--- src/verilog/key_slot_pkg.sv ---
`default_nettype none
package key_slot_pkg;
  localparam int SLOTS       = 16;
  localparam int AES_ENTRIES = 4;
  localparam int HALF        = 16;

  localparam logic [3:0] SLOT_PRIMARY     = 4'h0;
  localparam logic [3:0] SLOT_ATTEST      = 4'h1;
  localparam logic [3:0] SLOT_SEC_LO      = 4'h2;
  localparam logic [3:0] SLOT_SEC_HI      = 4'h4;
  localparam logic [3:0] SLOT_SECRET      = 4'h5;
  localparam logic [3:0] SLOT_IOKEY       = 4'h6;
  localparam logic [3:0] SLOT_BOOT_DIG    = 4'h7;
  localparam logic [3:0] SLOT_AES         = 4'h9;
  localparam logic [3:0] SLOT_DEV_CERT    = 4'hA;
  localparam logic [3:0] SLOT_SIGNER_PUB  = 4'hB;
  localparam logic [3:0] SLOT_SIGNER_CERT = 4'hC;
  localparam logic [3:0] SLOT_PARENT      = 4'hD;
  localparam logic [3:0] SLOT_VALIDATED   = 4'hE;
  localparam logic [3:0] SLOT_BOOT_PUB    = 4'hF;

  localparam logic [15:0] LOCK_RESET    = 16'hFFFF;
  localparam logic [15:0] LOCKABLE_MASK = 16'hBD7C;
  localparam logic [15:0] NO_READ_MASK  = 16'h02FF;
  localparam logic [15:0] NO_WRITE_MASK = 16'h009F;

  localparam logic [7:0] MODE_PUBKEY = 8'h00;
  localparam logic [7:0] MODE_REGEN  = 8'h04;
  localparam int MODE_ENC_BIT  = 7;
  localparam int MODE_SAVE_BIT = 6;
  localparam int MODE_IDX_LSB  = 4;
  localparam int MODE_SUB_LSB  = 0;
  localparam logic [1:0] SUB_VALIDATE    = 2'h0;
  localparam logic [1:0] SUB_INVALIDATE  = 2'h1;
  localparam logic [1:0] SUB_USE         = 2'h2;
  localparam logic [1:0] SUB_BOOT_UPDATE = 2'h1;

  localparam logic [31:0] KEY_SEED  = 32'hA5C3_0F17;
  localparam logic [31:0] MIX_CONST = 32'h9E37_79B9;
  localparam logic [31:0] LFSR_TAPS = 32'h8020_0003;

  localparam logic [7:0] REG_CTRL = 8'h00;
  localparam logic [7:0] REG_CMD  = 8'h04;
  localparam logic [7:0] REG_DIN  = 8'h08;
  localparam logic [7:0] REG_DOUT = 8'h0C;
  localparam logic [7:0] REG_STAT = 8'h10;
  localparam int CTRL_GO        = 0;
  localparam int CTRL_PAIR      = 1;
  localparam int CTRL_CHECK     = 2;
  localparam int CMD_OP_LSB     = 0;
  localparam int CMD_MODE_LSB   = 8;
  localparam int CMD_SLOT_LSB   = 16;
  localparam int STAT_BUSY      = 0;
  localparam int STAT_ST_LSB    = 1;
  localparam int STAT_PAIRED    = 3;
  localparam int STAT_PAIR_OK   = 4;
  localparam int STAT_LOCKS_LSB = 16;

  typedef enum logic [3:0] {
    CMD_READ, CMD_WRITE, CMD_GENKEY, CMD_LOCK, CMD_SIGN, CMD_ECDH,
    CMD_VERIFY, CMD_DIGEST, CMD_MAC, CMD_BOOT, CMD_RANDOM, CMD_KDF
  } cmd_t;

  typedef enum logic [1:0] {ST_OK, ST_DENIED, ST_BAD_SIG} status_t;

  // Stand-in for the curve and hash arithmetic
  function automatic logic [31:0] mix(input logic [31:0] a, input logic [31:0] b);
    return {a[HALF-1:0], a[31:HALF]} ^ b ^ MIX_CONST;
  endfunction

  function automatic logic is_private(input logic [3:0] s);
    return s <= SLOT_SEC_HI;
  endfunction

  function automatic logic is_secondary(input logic [3:0] s);
    return s >= SLOT_SEC_LO && s <= SLOT_SEC_HI;
  endfunction

  function automatic logic is_sym(input logic [3:0] s);
    return s == SLOT_SECRET || s == SLOT_IOKEY || s == SLOT_AES;
  endfunction

  function automatic logic is_prot(input cmd_t op);
    return op == CMD_ECDH || op == CMD_VERIFY || op == CMD_BOOT || op == CMD_KDF;
  endfunction
endpackage
`default_nettype wire

--- src/verilog/key_slot_if.sv ---
`timescale 1ns/1ps
`default_nettype none
interface key_slot_if
  import key_slot_pkg::*;
(
  input wire logic clk_sys,
  input wire logic rst_n
);
  logic        req;
  cmd_t        op;
  logic [7:0]  mode;
  logic [3:0]  slot;
  logic [31:0] wdata;
  logic        enc_write;
  logic        rsp_valid;
  status_t     status;
  logic [31:0] rdata;

  modport dev (input clk_sys, input rst_n, input req, input op, input mode, input slot,
               input wdata, input enc_write, output rsp_valid, output status, output rdata);
  modport host (input clk_sys, input rst_n, output req, output op, output mode,
                output slot, output wdata, output enc_write, input rsp_valid,
                input status, input rdata);
endinterface
`default_nettype wire

--- src/verilog/slot_lock_bits.sv ---
`timescale 1ns/1ps
`default_nettype none
module slot_lock_bits
  import key_slot_pkg::*;
(
  input  wire logic             clk_sys,
  input  wire logic             rst_n,
  input  wire logic             lock_en,
  input  wire logic [3:0]       lock_slot,
  output logic      [SLOTS-1:0] state_bits_reg
);
  logic [SLOTS-1:0] state_bits_next;

  // A cleared bit never returns to one
  always_comb begin
    state_bits_next = state_bits_reg;
    if (lock_en) begin
      state_bits_next[lock_slot] = 1'b0;
    end
  end

  always_ff @(posedge clk_sys or negedge rst_n) begin
    if (!rst_n) begin
      state_bits_reg <= LOCK_RESET;
    end else begin
      state_bits_reg <= state_bits_next;
    end
  end
endmodule
`default_nettype wire

--- src/verilog/key_slot_device.sv ---
// Our own choices: the APB register port and the placing of the registers.
`timescale 1ns/1ps
`default_nettype none
// Function
// Private key slots never readable
// Primary key fixed; sign and ECDH only
// Key generation mode 0x00 gives public key
// Mode 0x04 regenerates unlocked secondary key
// Lockable slot locks; locked key not regenerated
// Slot 1 signs internal messages only
// Host writes and locks parent key
// Validated key usable only while validated
// Host leaves validated slot unlocked
// Certificates in slots 10, 11, 12
// Certificate slots lockable or fixed permanent
// Boot key in slot 15, locked first
// Slot 7 holds firmware digest, refreshable
// Primary key optionally gated by boot
// Secret slot feeds symmetric commands
// Secret slot written only encrypted
// Derived keys optionally saved, several entries
// Protected commands encrypt under I/O key
// Host pairs: random, store, write, lock
// Host pairs before encrypted ECDH output
// Host checks pairing by MAC challenge
// Lock bits start one, cleared on lock
// Slot locks once, never unlocks
// Violations rejected, contents unchanged
module key_slot_device
  import key_slot_pkg::*;
#(
  parameter logic CERT_PERMANENT     = 1'b0,
  parameter logic BOOT_GATES_PRIMARY = 1'b0
) (
  input  wire logic             clk_sys,
  input  wire logic             rst_n,
  key_slot_if.dev               link,
  output logic      [SLOTS-1:0] slot_lock_state_bits,
  output logic                  boot_ok,
  output logic                  key_validated
);
  logic [31:0] slot_mem  [SLOTS];
  logic [31:0] slot_next [SLOTS];
  logic [31:0] aes_mem   [AES_ENTRIES];
  logic [31:0] aes_next  [AES_ENTRIES];
  logic [31:0] lfsr_reg;
  logic [31:0] lfsr_next;
  logic [31:0] int_data_reg;
  logic [31:0] int_data_next;
  logic        int_valid_reg;
  logic        int_valid_next;
  logic        valid_reg;
  logic        valid_next;
  logic        boot_ok_reg;
  logic        boot_ok_next;
  logic        rsp_valid_reg;
  logic        rsp_valid_next;
  status_t     status_reg;
  status_t     status_next;
  logic [31:0] rdata_reg;
  logic [31:0] rdata_next;
  logic        lock_en, ok, bad_sig, save;
  logic [31:0] res;
  logic [3:0]  s;
  logic [7:0]  m;
  logic [1:0]  sub;
  logic [1:0]  aes_idx;
  logic        enc;
  logic        prot;
  logic        locked;
  logic        io_ready;
  logic        io_bad;
  logic        prim_ok;
  logic        use_ok;
  logic        cert;
  logic [31:0] iokey;
  logic [31:0] din;
  logic [31:0] key;

  slot_lock_bits slot_lock_bits_i (
    .clk_sys        (clk_sys),
    .rst_n          (rst_n),
    .lock_en        (lock_en),
    .lock_slot      (s),
    .state_bits_reg (slot_lock_state_bits)
  );

  assign s        = link.slot;
  assign m        = link.mode;
  assign sub      = m[MODE_SUB_LSB +: 2];
  assign aes_idx  = m[MODE_IDX_LSB +: 2];
  assign enc      = m[MODE_ENC_BIT];
  assign prot     = is_prot(link.op);
  assign locked   = !slot_lock_state_bits[s];
  assign iokey    = slot_mem[SLOT_IOKEY];
  assign io_ready = !slot_lock_state_bits[SLOT_IOKEY];
  assign io_bad   = prot && enc && !io_ready;
  assign din      = (prot && enc) ? link.wdata ^ iokey : link.wdata;
  assign prim_ok  = !BOOT_GATES_PRIMARY || boot_ok_reg;
  assign use_ok   = (s == SLOT_PRIMARY) ? prim_ok : is_secondary(s);
  assign cert     = s == SLOT_DEV_CERT || s == SLOT_SIGNER_PUB || s == SLOT_SIGNER_CERT;
  assign key      = (s == SLOT_AES) ? aes_mem[aes_idx] : slot_mem[s];

  assign link.rsp_valid = rsp_valid_reg;
  assign link.status    = status_reg;
  assign link.rdata     = rdata_reg;
  assign boot_ok        = boot_ok_reg;
  assign key_validated  = valid_reg;

  always_comb begin
    slot_next      = slot_mem;
    aes_next       = aes_mem;
    lfsr_next      = {lfsr_reg[30:0], ^(lfsr_reg & LFSR_TAPS)};
    int_data_next  = int_data_reg;
    int_valid_next = int_valid_reg;
    valid_next     = valid_reg;
    boot_ok_next   = boot_ok_reg;
    rsp_valid_next = 1'b0;
    status_next    = status_reg;
    rdata_next     = rdata_reg;
    lock_en        = 1'b0;
    ok             = 1'b0;
    bad_sig        = 1'b0;
    save           = 1'b0;
    res            = '0;
    if (link.req && !rsp_valid_reg) begin
      rsp_valid_next = 1'b1;
      if (!io_bad) begin
        unique case (link.op)
          CMD_READ: begin
            ok  = !NO_READ_MASK[s];
            res = slot_mem[s];
          end
          CMD_WRITE: begin
            if (s == SLOT_SECRET) begin
              ok = link.enc_write && io_ready && !locked;
            end else begin
              ok = !NO_WRITE_MASK[s] && !locked
                   && !(s == SLOT_VALIDATED && valid_reg)
                   && !(cert && CERT_PERMANENT);
            end
            if (ok && s == SLOT_SECRET) begin
              slot_next[s] = link.wdata ^ iokey;
            end else if (ok && s == SLOT_AES) begin
              aes_next[aes_idx] = link.wdata;
            end else if (ok) begin
              slot_next[s] = link.wdata;
            end
          end
          CMD_GENKEY: begin
            if (m == MODE_PUBKEY) begin
              ok  = is_private(s) && (s != SLOT_PRIMARY || prim_ok);
              res = mix(slot_mem[s], '0);
            end else if (m == MODE_REGEN) begin
              ok  = is_secondary(s) && !locked;
              res = mix(lfsr_reg, '0);
              if (ok) begin
                slot_next[s] = lfsr_reg;
              end
            end
            if (ok) begin
              int_valid_next = 1'b1;
              int_data_next  = res;
            end
          end
          CMD_LOCK: begin
            ok      = LOCKABLE_MASK[s] && !locked && !(cert && CERT_PERMANENT);
            lock_en = ok;
          end
          CMD_SIGN: begin
            if (s == SLOT_ATTEST) begin
              ok  = int_valid_reg;
              res = mix(slot_mem[s], int_data_reg);
              int_valid_next = 1'b0;
            end else begin
              ok  = use_ok;
              res = mix(slot_mem[s], din);
            end
          end
          CMD_ECDH: begin
            ok   = use_ok;
            res  = mix(slot_mem[s], din);
            save = m[MODE_SAVE_BIT];
          end
          CMD_VERIFY: begin
            ok = s == SLOT_VALIDATED && !slot_lock_state_bits[SLOT_PARENT];
            if (sub == SUB_USE) begin
              ok      = ok && valid_reg;
              bad_sig = din != mix(slot_mem[s], '0);
            end else begin
              bad_sig = din != mix(slot_mem[SLOT_PARENT], slot_mem[s]);
              if (ok && !bad_sig) begin
                valid_next = sub == SUB_VALIDATE;
              end
            end
          end
          CMD_DIGEST: begin
            ok  = is_sym(s);
            res = mix(key, din);
            if (ok) begin
              int_valid_next = 1'b1;
              int_data_next  = res;
            end
          end
          CMD_MAC: begin
            ok  = is_sym(s);
            res = mix(key, din);
          end
          CMD_BOOT: begin
            ok = !slot_lock_state_bits[SLOT_BOOT_PUB];
            if (sub == SUB_BOOT_UPDATE) begin
              if (ok) begin
                slot_next[SLOT_BOOT_DIG] = din;
              end
            end else begin
              bad_sig = din != mix(slot_mem[SLOT_BOOT_PUB], slot_mem[SLOT_BOOT_DIG]);
              if (ok) begin
                boot_ok_next = !bad_sig;
              end
            end
          end
          CMD_RANDOM: begin
            ok  = 1'b1;
            res = lfsr_reg;
          end
          CMD_KDF: begin
            ok   = is_sym(s);
            res  = mix(key, din);
            save = m[MODE_SAVE_BIT];
          end
          default: ok = 1'b0;
        endcase
      end
      if (ok && save) begin
        aes_next[aes_idx] = res;
      end
      if (ok && prot && enc) begin
        res = res ^ iokey;
      end
      status_next = !ok ? ST_DENIED : (bad_sig ? ST_BAD_SIG : ST_OK);
      rdata_next  = (ok && !bad_sig) ? res : '0;
    end
  end

  always_ff @(posedge clk_sys or negedge rst_n) begin
    if (!rst_n) begin
      for (int i = 0; i < SLOTS; i++) begin
        slot_mem[i] <= KEY_SEED ^ 32'(i);
      end
      for (int j = 0; j < AES_ENTRIES; j++) begin
        aes_mem[j] <= '0;
      end
      lfsr_reg      <= KEY_SEED;
      int_data_reg  <= '0;
      int_valid_reg <= 1'b0;
      valid_reg     <= 1'b0;
      boot_ok_reg   <= 1'b0;
      rsp_valid_reg <= 1'b0;
      status_reg    <= ST_OK;
      rdata_reg     <= '0;
    end else begin
      slot_mem      <= slot_next;
      aes_mem       <= aes_next;
      lfsr_reg      <= lfsr_next;
      int_data_reg  <= int_data_next;
      int_valid_reg <= int_valid_next;
      valid_reg     <= valid_next;
      boot_ok_reg   <= boot_ok_next;
      rsp_valid_reg <= rsp_valid_next;
      status_reg    <= status_next;
      rdata_reg     <= rdata_next;
    end
  end
endmodule
`default_nettype wire

--- src/flat_wrapper.sv ---
// flat-port wrapper written by rule: the top's interface ports become plain ports
module key_slot_device_flat import key_slot_pkg::*;
#(
  parameter logic CERT_PERMANENT     = 1'b0,
  parameter logic BOOT_GATES_PRIMARY = 1'b0
)
  (clk_sys, rst_n, slot_lock_state_bits, boot_ok, key_validated, link_req, link_op, link_mode, link_slot, link_wdata, link_enc_write, link_rsp_valid, link_status, link_rdata);
  key_slot_if link_i (.clk_sys(clk_sys), .rst_n(rst_n));
  input  wire logic clk_sys;
  input  wire logic rst_n;
  output logic      [SLOTS-1:0] slot_lock_state_bits;
  output logic boot_ok;
  output logic key_validated;
  input wire logic [$bits(link_i.req)-1:0] link_req;
  input wire logic [$bits(link_i.op)-1:0] link_op;
  input wire logic [$bits(link_i.mode)-1:0] link_mode;
  input wire logic [$bits(link_i.slot)-1:0] link_slot;
  input wire logic [$bits(link_i.wdata)-1:0] link_wdata;
  input wire logic [$bits(link_i.enc_write)-1:0] link_enc_write;
  output wire logic [$bits(link_i.rsp_valid)-1:0] link_rsp_valid;
  output wire logic [$bits(link_i.status)-1:0] link_status;
  output wire logic [$bits(link_i.rdata)-1:0] link_rdata;
  assign link_i.req = link_req;
  assign link_i.op = link_op;
  assign link_i.mode = link_mode;
  assign link_i.slot = link_slot;
  assign link_i.wdata = link_wdata;
  assign link_i.enc_write = link_enc_write;
  assign link_rsp_valid = link_i.rsp_valid;
  assign link_status = link_i.status;
  assign link_rdata = link_i.rdata;
  key_slot_device #(.CERT_PERMANENT(CERT_PERMANENT), .BOOT_GATES_PRIMARY(BOOT_GATES_PRIMARY)) u_core (.clk_sys(clk_sys), .rst_n(rst_n), .link(link_i), .slot_lock_state_bits(slot_lock_state_bits), .boot_ok(boot_ok), .key_validated(key_validated));
endmodule
--- config.mk ---
export PLATFORM = sky130hd
export DESIGN_NAME = key_slot_device_flat
export DESIGN_NICKNAME = d
export VERILOG_FILES = /design/src/verilog/key_slot_pkg.sv /design/src/verilog/key_slot_if.sv /design/src/verilog/slot_lock_bits.sv /design/src/verilog/key_slot_device.sv /design/src/flat_wrapper.sv
export SDC_FILE = /design/constraint.sdc
export NUM_CORES = 2
export LEC_CHECK = 0
export ABC_AREA = 1
export BUFFER_PORTS_ARGS = -buffer_cell sky130_fd_sc_hd__buf_2
export CORE_AREA = 2 2 437 439
export DETAILED_ROUTE_END_ITERATION = 7
export DIE_AREA = 0 0 439 441
export GPL_TIMING_DRIVEN = 1
export MAX_ROUTING_LAYER = met4
export SLEW_MARGIN = 20
export SYNTH_ARGS = -nofsm -noshare
export SYNTH_HDL_FRONTEND = slang
export SYNTH_SLANG_ARGS = --single-unit
--- constraint.sdc ---
create_clock -name clk_sys -period 3.8 [get_ports clk_sys]
set_input_delay 0.57 -clock clk_sys [delete_from_list [all_inputs] [get_ports clk_sys]]
set_output_delay 0.57 -clock clk_sys [all_outputs]
set_load 0.05 [all_outputs]
==> results.py <==
metrics = {
    "layout": {
        "postLayoutCoreUtil_pct": 29.6,
        "drive_gt1_share_pct": 14.5,
        "largest_reg_flops": 480,
        "nNetsFinal": 7152,
        "syn2layout_area_growth_pct": 19.1,
        "top_regs": "u_core.slot_mem (480), u_core.aes_mem (128)",
        "final_cell_area_um2": 56000,
        "top_register": "u_core.slot_mem",
    },
    "sta": {
        "setup_viol": 0,
        "fin_crit_ps": 3240,
        "relSlewSlack_pct": 31.7,
        "finalWorstSetupSlack_ps": 563,
        "slew_viol_final": 0,
        "layout_worst_path_cycle_share_pct": 85.2,
        "hold_viol_final": 0,
        "rsz0062_at_grt": "false",
        "max_freq_ghz": 0.309,
        "finalClockSkew_ps": 37.9,
        "worstMarginPinSlew_ps": 1020,
    },
    "synth": {
        "synth_common_cells": "nand2_1 (2591), inv_1 (768), o21ai_0 (563)",
        "synthFlopType": "dfrtp_1",
        "synth_top_cell_by_area": "dfrtp_1",
        "synth_area_leaders": "dfrtp_1 (26%), nand2_1 (21%), dfstp_2 (15%)",
        "yosys_warnings": 0,
        "syn_avg_cell_area_um2": 6.78,
        "synth.most_common_cell": "nand2_1",
        "synth_cells": 6936,
        "synth_edf_count": 0,
        "syn-cell-area_um2": 47000,
        "ys_seq_area_share_pct": 41.1,
        "yosys_register_bits": 758,
        "synth.distinct_cells": 51,
        "synthArstFlopShare_pct": 100,
        "synth_fp_nets": 6993,
        "synth_top_area_share_pct": 25.9,
    },
    "detailed_routing": {
        "drc": 0,
        "totalWireLength_mm": 202,
        "drtPass1Iterations": 6,
        "wl_per_cell_um": 20.9,
        "ant_nets": 0,
        "vias_per_cell": 4.89,
        "vias": 47300,
        "first_iter_violations": 5108,
    },
    "cts": {
        "cts-root-buf": "clkbuf_16",
        "clockBufferDepth": 3,
        "cts_sinks": 758,
        "clkSlewWorstSetupHoldPaths_ps": 60,
        "post_cts_resized": 0,
        "cts_buffers": 86,
        "htree_levels": 3,
        "clock_latency_ps": 750,
        "cts_tree": "yes",
    },
    "global_routing": {
        "overflow": 0,
        "grt_pass1_wl_mm": 301,
        "grt_max_degree": 124,
        "antenna_found_initial": 7,
        "grt_usage_pct": 21.2,
        "grt_pass1_vias": 44300,
    },
    "power": {
        "p_int_mw": 15.8,
        "p_leak_nw": 28.3,
        "p_comb_share_pct": 21.5,
        "seqPwrFrac_pct": 40.2,
        "pwr-share-clk_pct": 38.3,
        "ir_worst_vdd_mv": 0.334,
        "powerDensity_nw_per_um2": 419,
        "swShare_pct": 32.8,
        "p_switching_mw": 7.70,
    },
    "floorplanning": {
        "io_pins": 105,
        "dieArea_um2": 194000,
        "die_h_um": 441,
        "fp-row-count": 160,
        "die_w_um": 439,
        "start_util_pct": 24.9,
        "coreArea_um2": 189000,
    },
    "min_path": {
        "hold_path_depth": 5,
        "hp-class": "input port to flop",
    },
    "worst_setup_path": {
        "end_kind": "flop",
        "crit_required_ps": 4460,
        "r2r.worst_path.cells": 20,
        "critPathLaunchType": "flop",
        "crit_fanout": 7,
        "crit_arrival_ps": 3890,
        "path_class": "flop to flop",
    },
    "place": {
        "pre_cts_ws_ps": -95.0,
        "port-buffer-count": 104,
        "gp_congestion": 1.04,
        "placed_area_um2": 53000,
        "hpwl_mm": 147,
    },
    "status": {
        "outcome": "finished clean",
    },
    "job": {
        "cap_violations": 0,
    },
}
kinds of logic after synthesis:
group | synth area share (%)
xor gates and xnor gates | 1.83
DFF | 41.1
and+or+nand+nor | 31.0
AOI/OAI and AO/OA | 12.8
adders and majority gates | 0.133
muxes | 2.38
buffers and inverters | 10.8
power by group through the flow:
stage | registers (mW) | clock network, mW | logic, mW
after global routing | 9.51 | 9.47 | 5.58
final | 9.43 | 8.99 | 5.05
after floorplan | 9.45 | 0 | 2.91
after CTS | 9.41 | 9.16 | 4.99
after detailed placement | 9.54 | 0 | 4.97
after global placement | 9.53 | 0 | 4.88
layout by cell type (no fill, tap or decap), types with 8 or more instances in the layout:
| master | n |
|---|---|
| clkbuf_8 | 21 |
| clkbuf_1 | 17 |
| mux2i_1 | 112 |
| xor2_1 | 45 |
| inv_2 | 17 |
| nor2_2 | 10 |
| nand4_1 | 81 |
| o211ai_1 | 22 |
| o21ai_0 | 560 |
| a21oi_1 | 152 |
| buf_12 | 83 |
| nand2_1 | 2582 |
| o22ai_1 | 26 |
| nor2_1 | 349 |
| nand2_4 | 8 |
| o221ai_1 | 42 |
| clkinv_2 | 16 |
| inv_1 | 767 |
| buf_4 | 346 |
| a22oi_1 | 23 |
| o21ai_2 | 12 |
| o21ai_1 | 233 |
| clkbuf_16 | 86 |
| xnor2_1 | 53 |
| a31oi_1 | 19 |
| dfrtp_1 | 486 |
| dfstp_2 | 272 |
| buf_2 | 101 |
| nand2_2 | 21 |
| o31ai_1 | 12 |
| nand3_1 | 509 |
area by class of cell:
type | instances | area, µm²
well taps | 2511 | 3140
repair buffers | 533 | 4800
multi-input cells | 4924 | 22700
flip-flops and latches | 758 | 19300
fillers | 20500 | 133000
inverters | 792 | 2980
clock inverters | 36 | 489
clock buffers | 124 | 2500
diodes | 5 | 12.5
critical path, stage by stage (launching register included):
cell	delay [ps]
dfrtp_1	520
inv_1	100
nand2_1	50
nand3_1	80
nand2_1	50
nand2_1	50
nand2_1	70
nor2_1	400
nand2_1	180
nand3_1	140
nand2_1	60
inv_1	190
nand2_1	130
nor2_1	110
nand2_1	120
nor2_1	150
nand3_2	210
nand2_4	220
buf_4	160
nand4_1	80
nand2_1	80
metal layers:
| metal | global-route usage (%) | vias up | wire length [µm] |
|---|---|---|---|
| met3 | 2.50 | 433 | 14100 |
| li1 | - | 22200 | - |
| met1 | 27.0 | 22700 | 84900 |
| met4 | 10.4 | 0 | 11000 |
| met5 | - | - | 0 |
| met2 | 33.2 | 1999 | 92200 |
per-stage QoR:
step                instances  power, mW  TNS (ps)  hold WS, ps
floorplan                6936       12.4         0          274
global placement         9517       14.4     -3900          357
detailed placement       9517       14.5     -2370          358
CTS                      9678       23.6         0          315
global route             9680       24.6         0          370
finish                   9683       23.5         0          347
worst paths after layout:
| path | endpoint | slack, ps | from |
|---|---|---|---|
| max | u_core.link.rdata[5] | 560 | u_core.iokey[19] |
| min | u_core.aes_mem[118] | 350 | link_wdata[22] |
| max reg2reg | u_core.link.rdata[5] | 560 | u_core.iokey[19] |
| min in group asynchronous | u_core.int_data_reg[13] | 370 | rst_n |
| max in group asynchronous | u_core.slot_mem[267] | 2160 | rst_n |
| min reg2reg | u_core.slot_mem[215] | 370 | u_core.slot_mem[215] |
timing repair:
item	in CTS	in global routing
hold buffers	1	0
setup buffers	0	0
endpoints found under the hold margin	33	0
No activity file was read; power rests on OpenSTA's default activity.
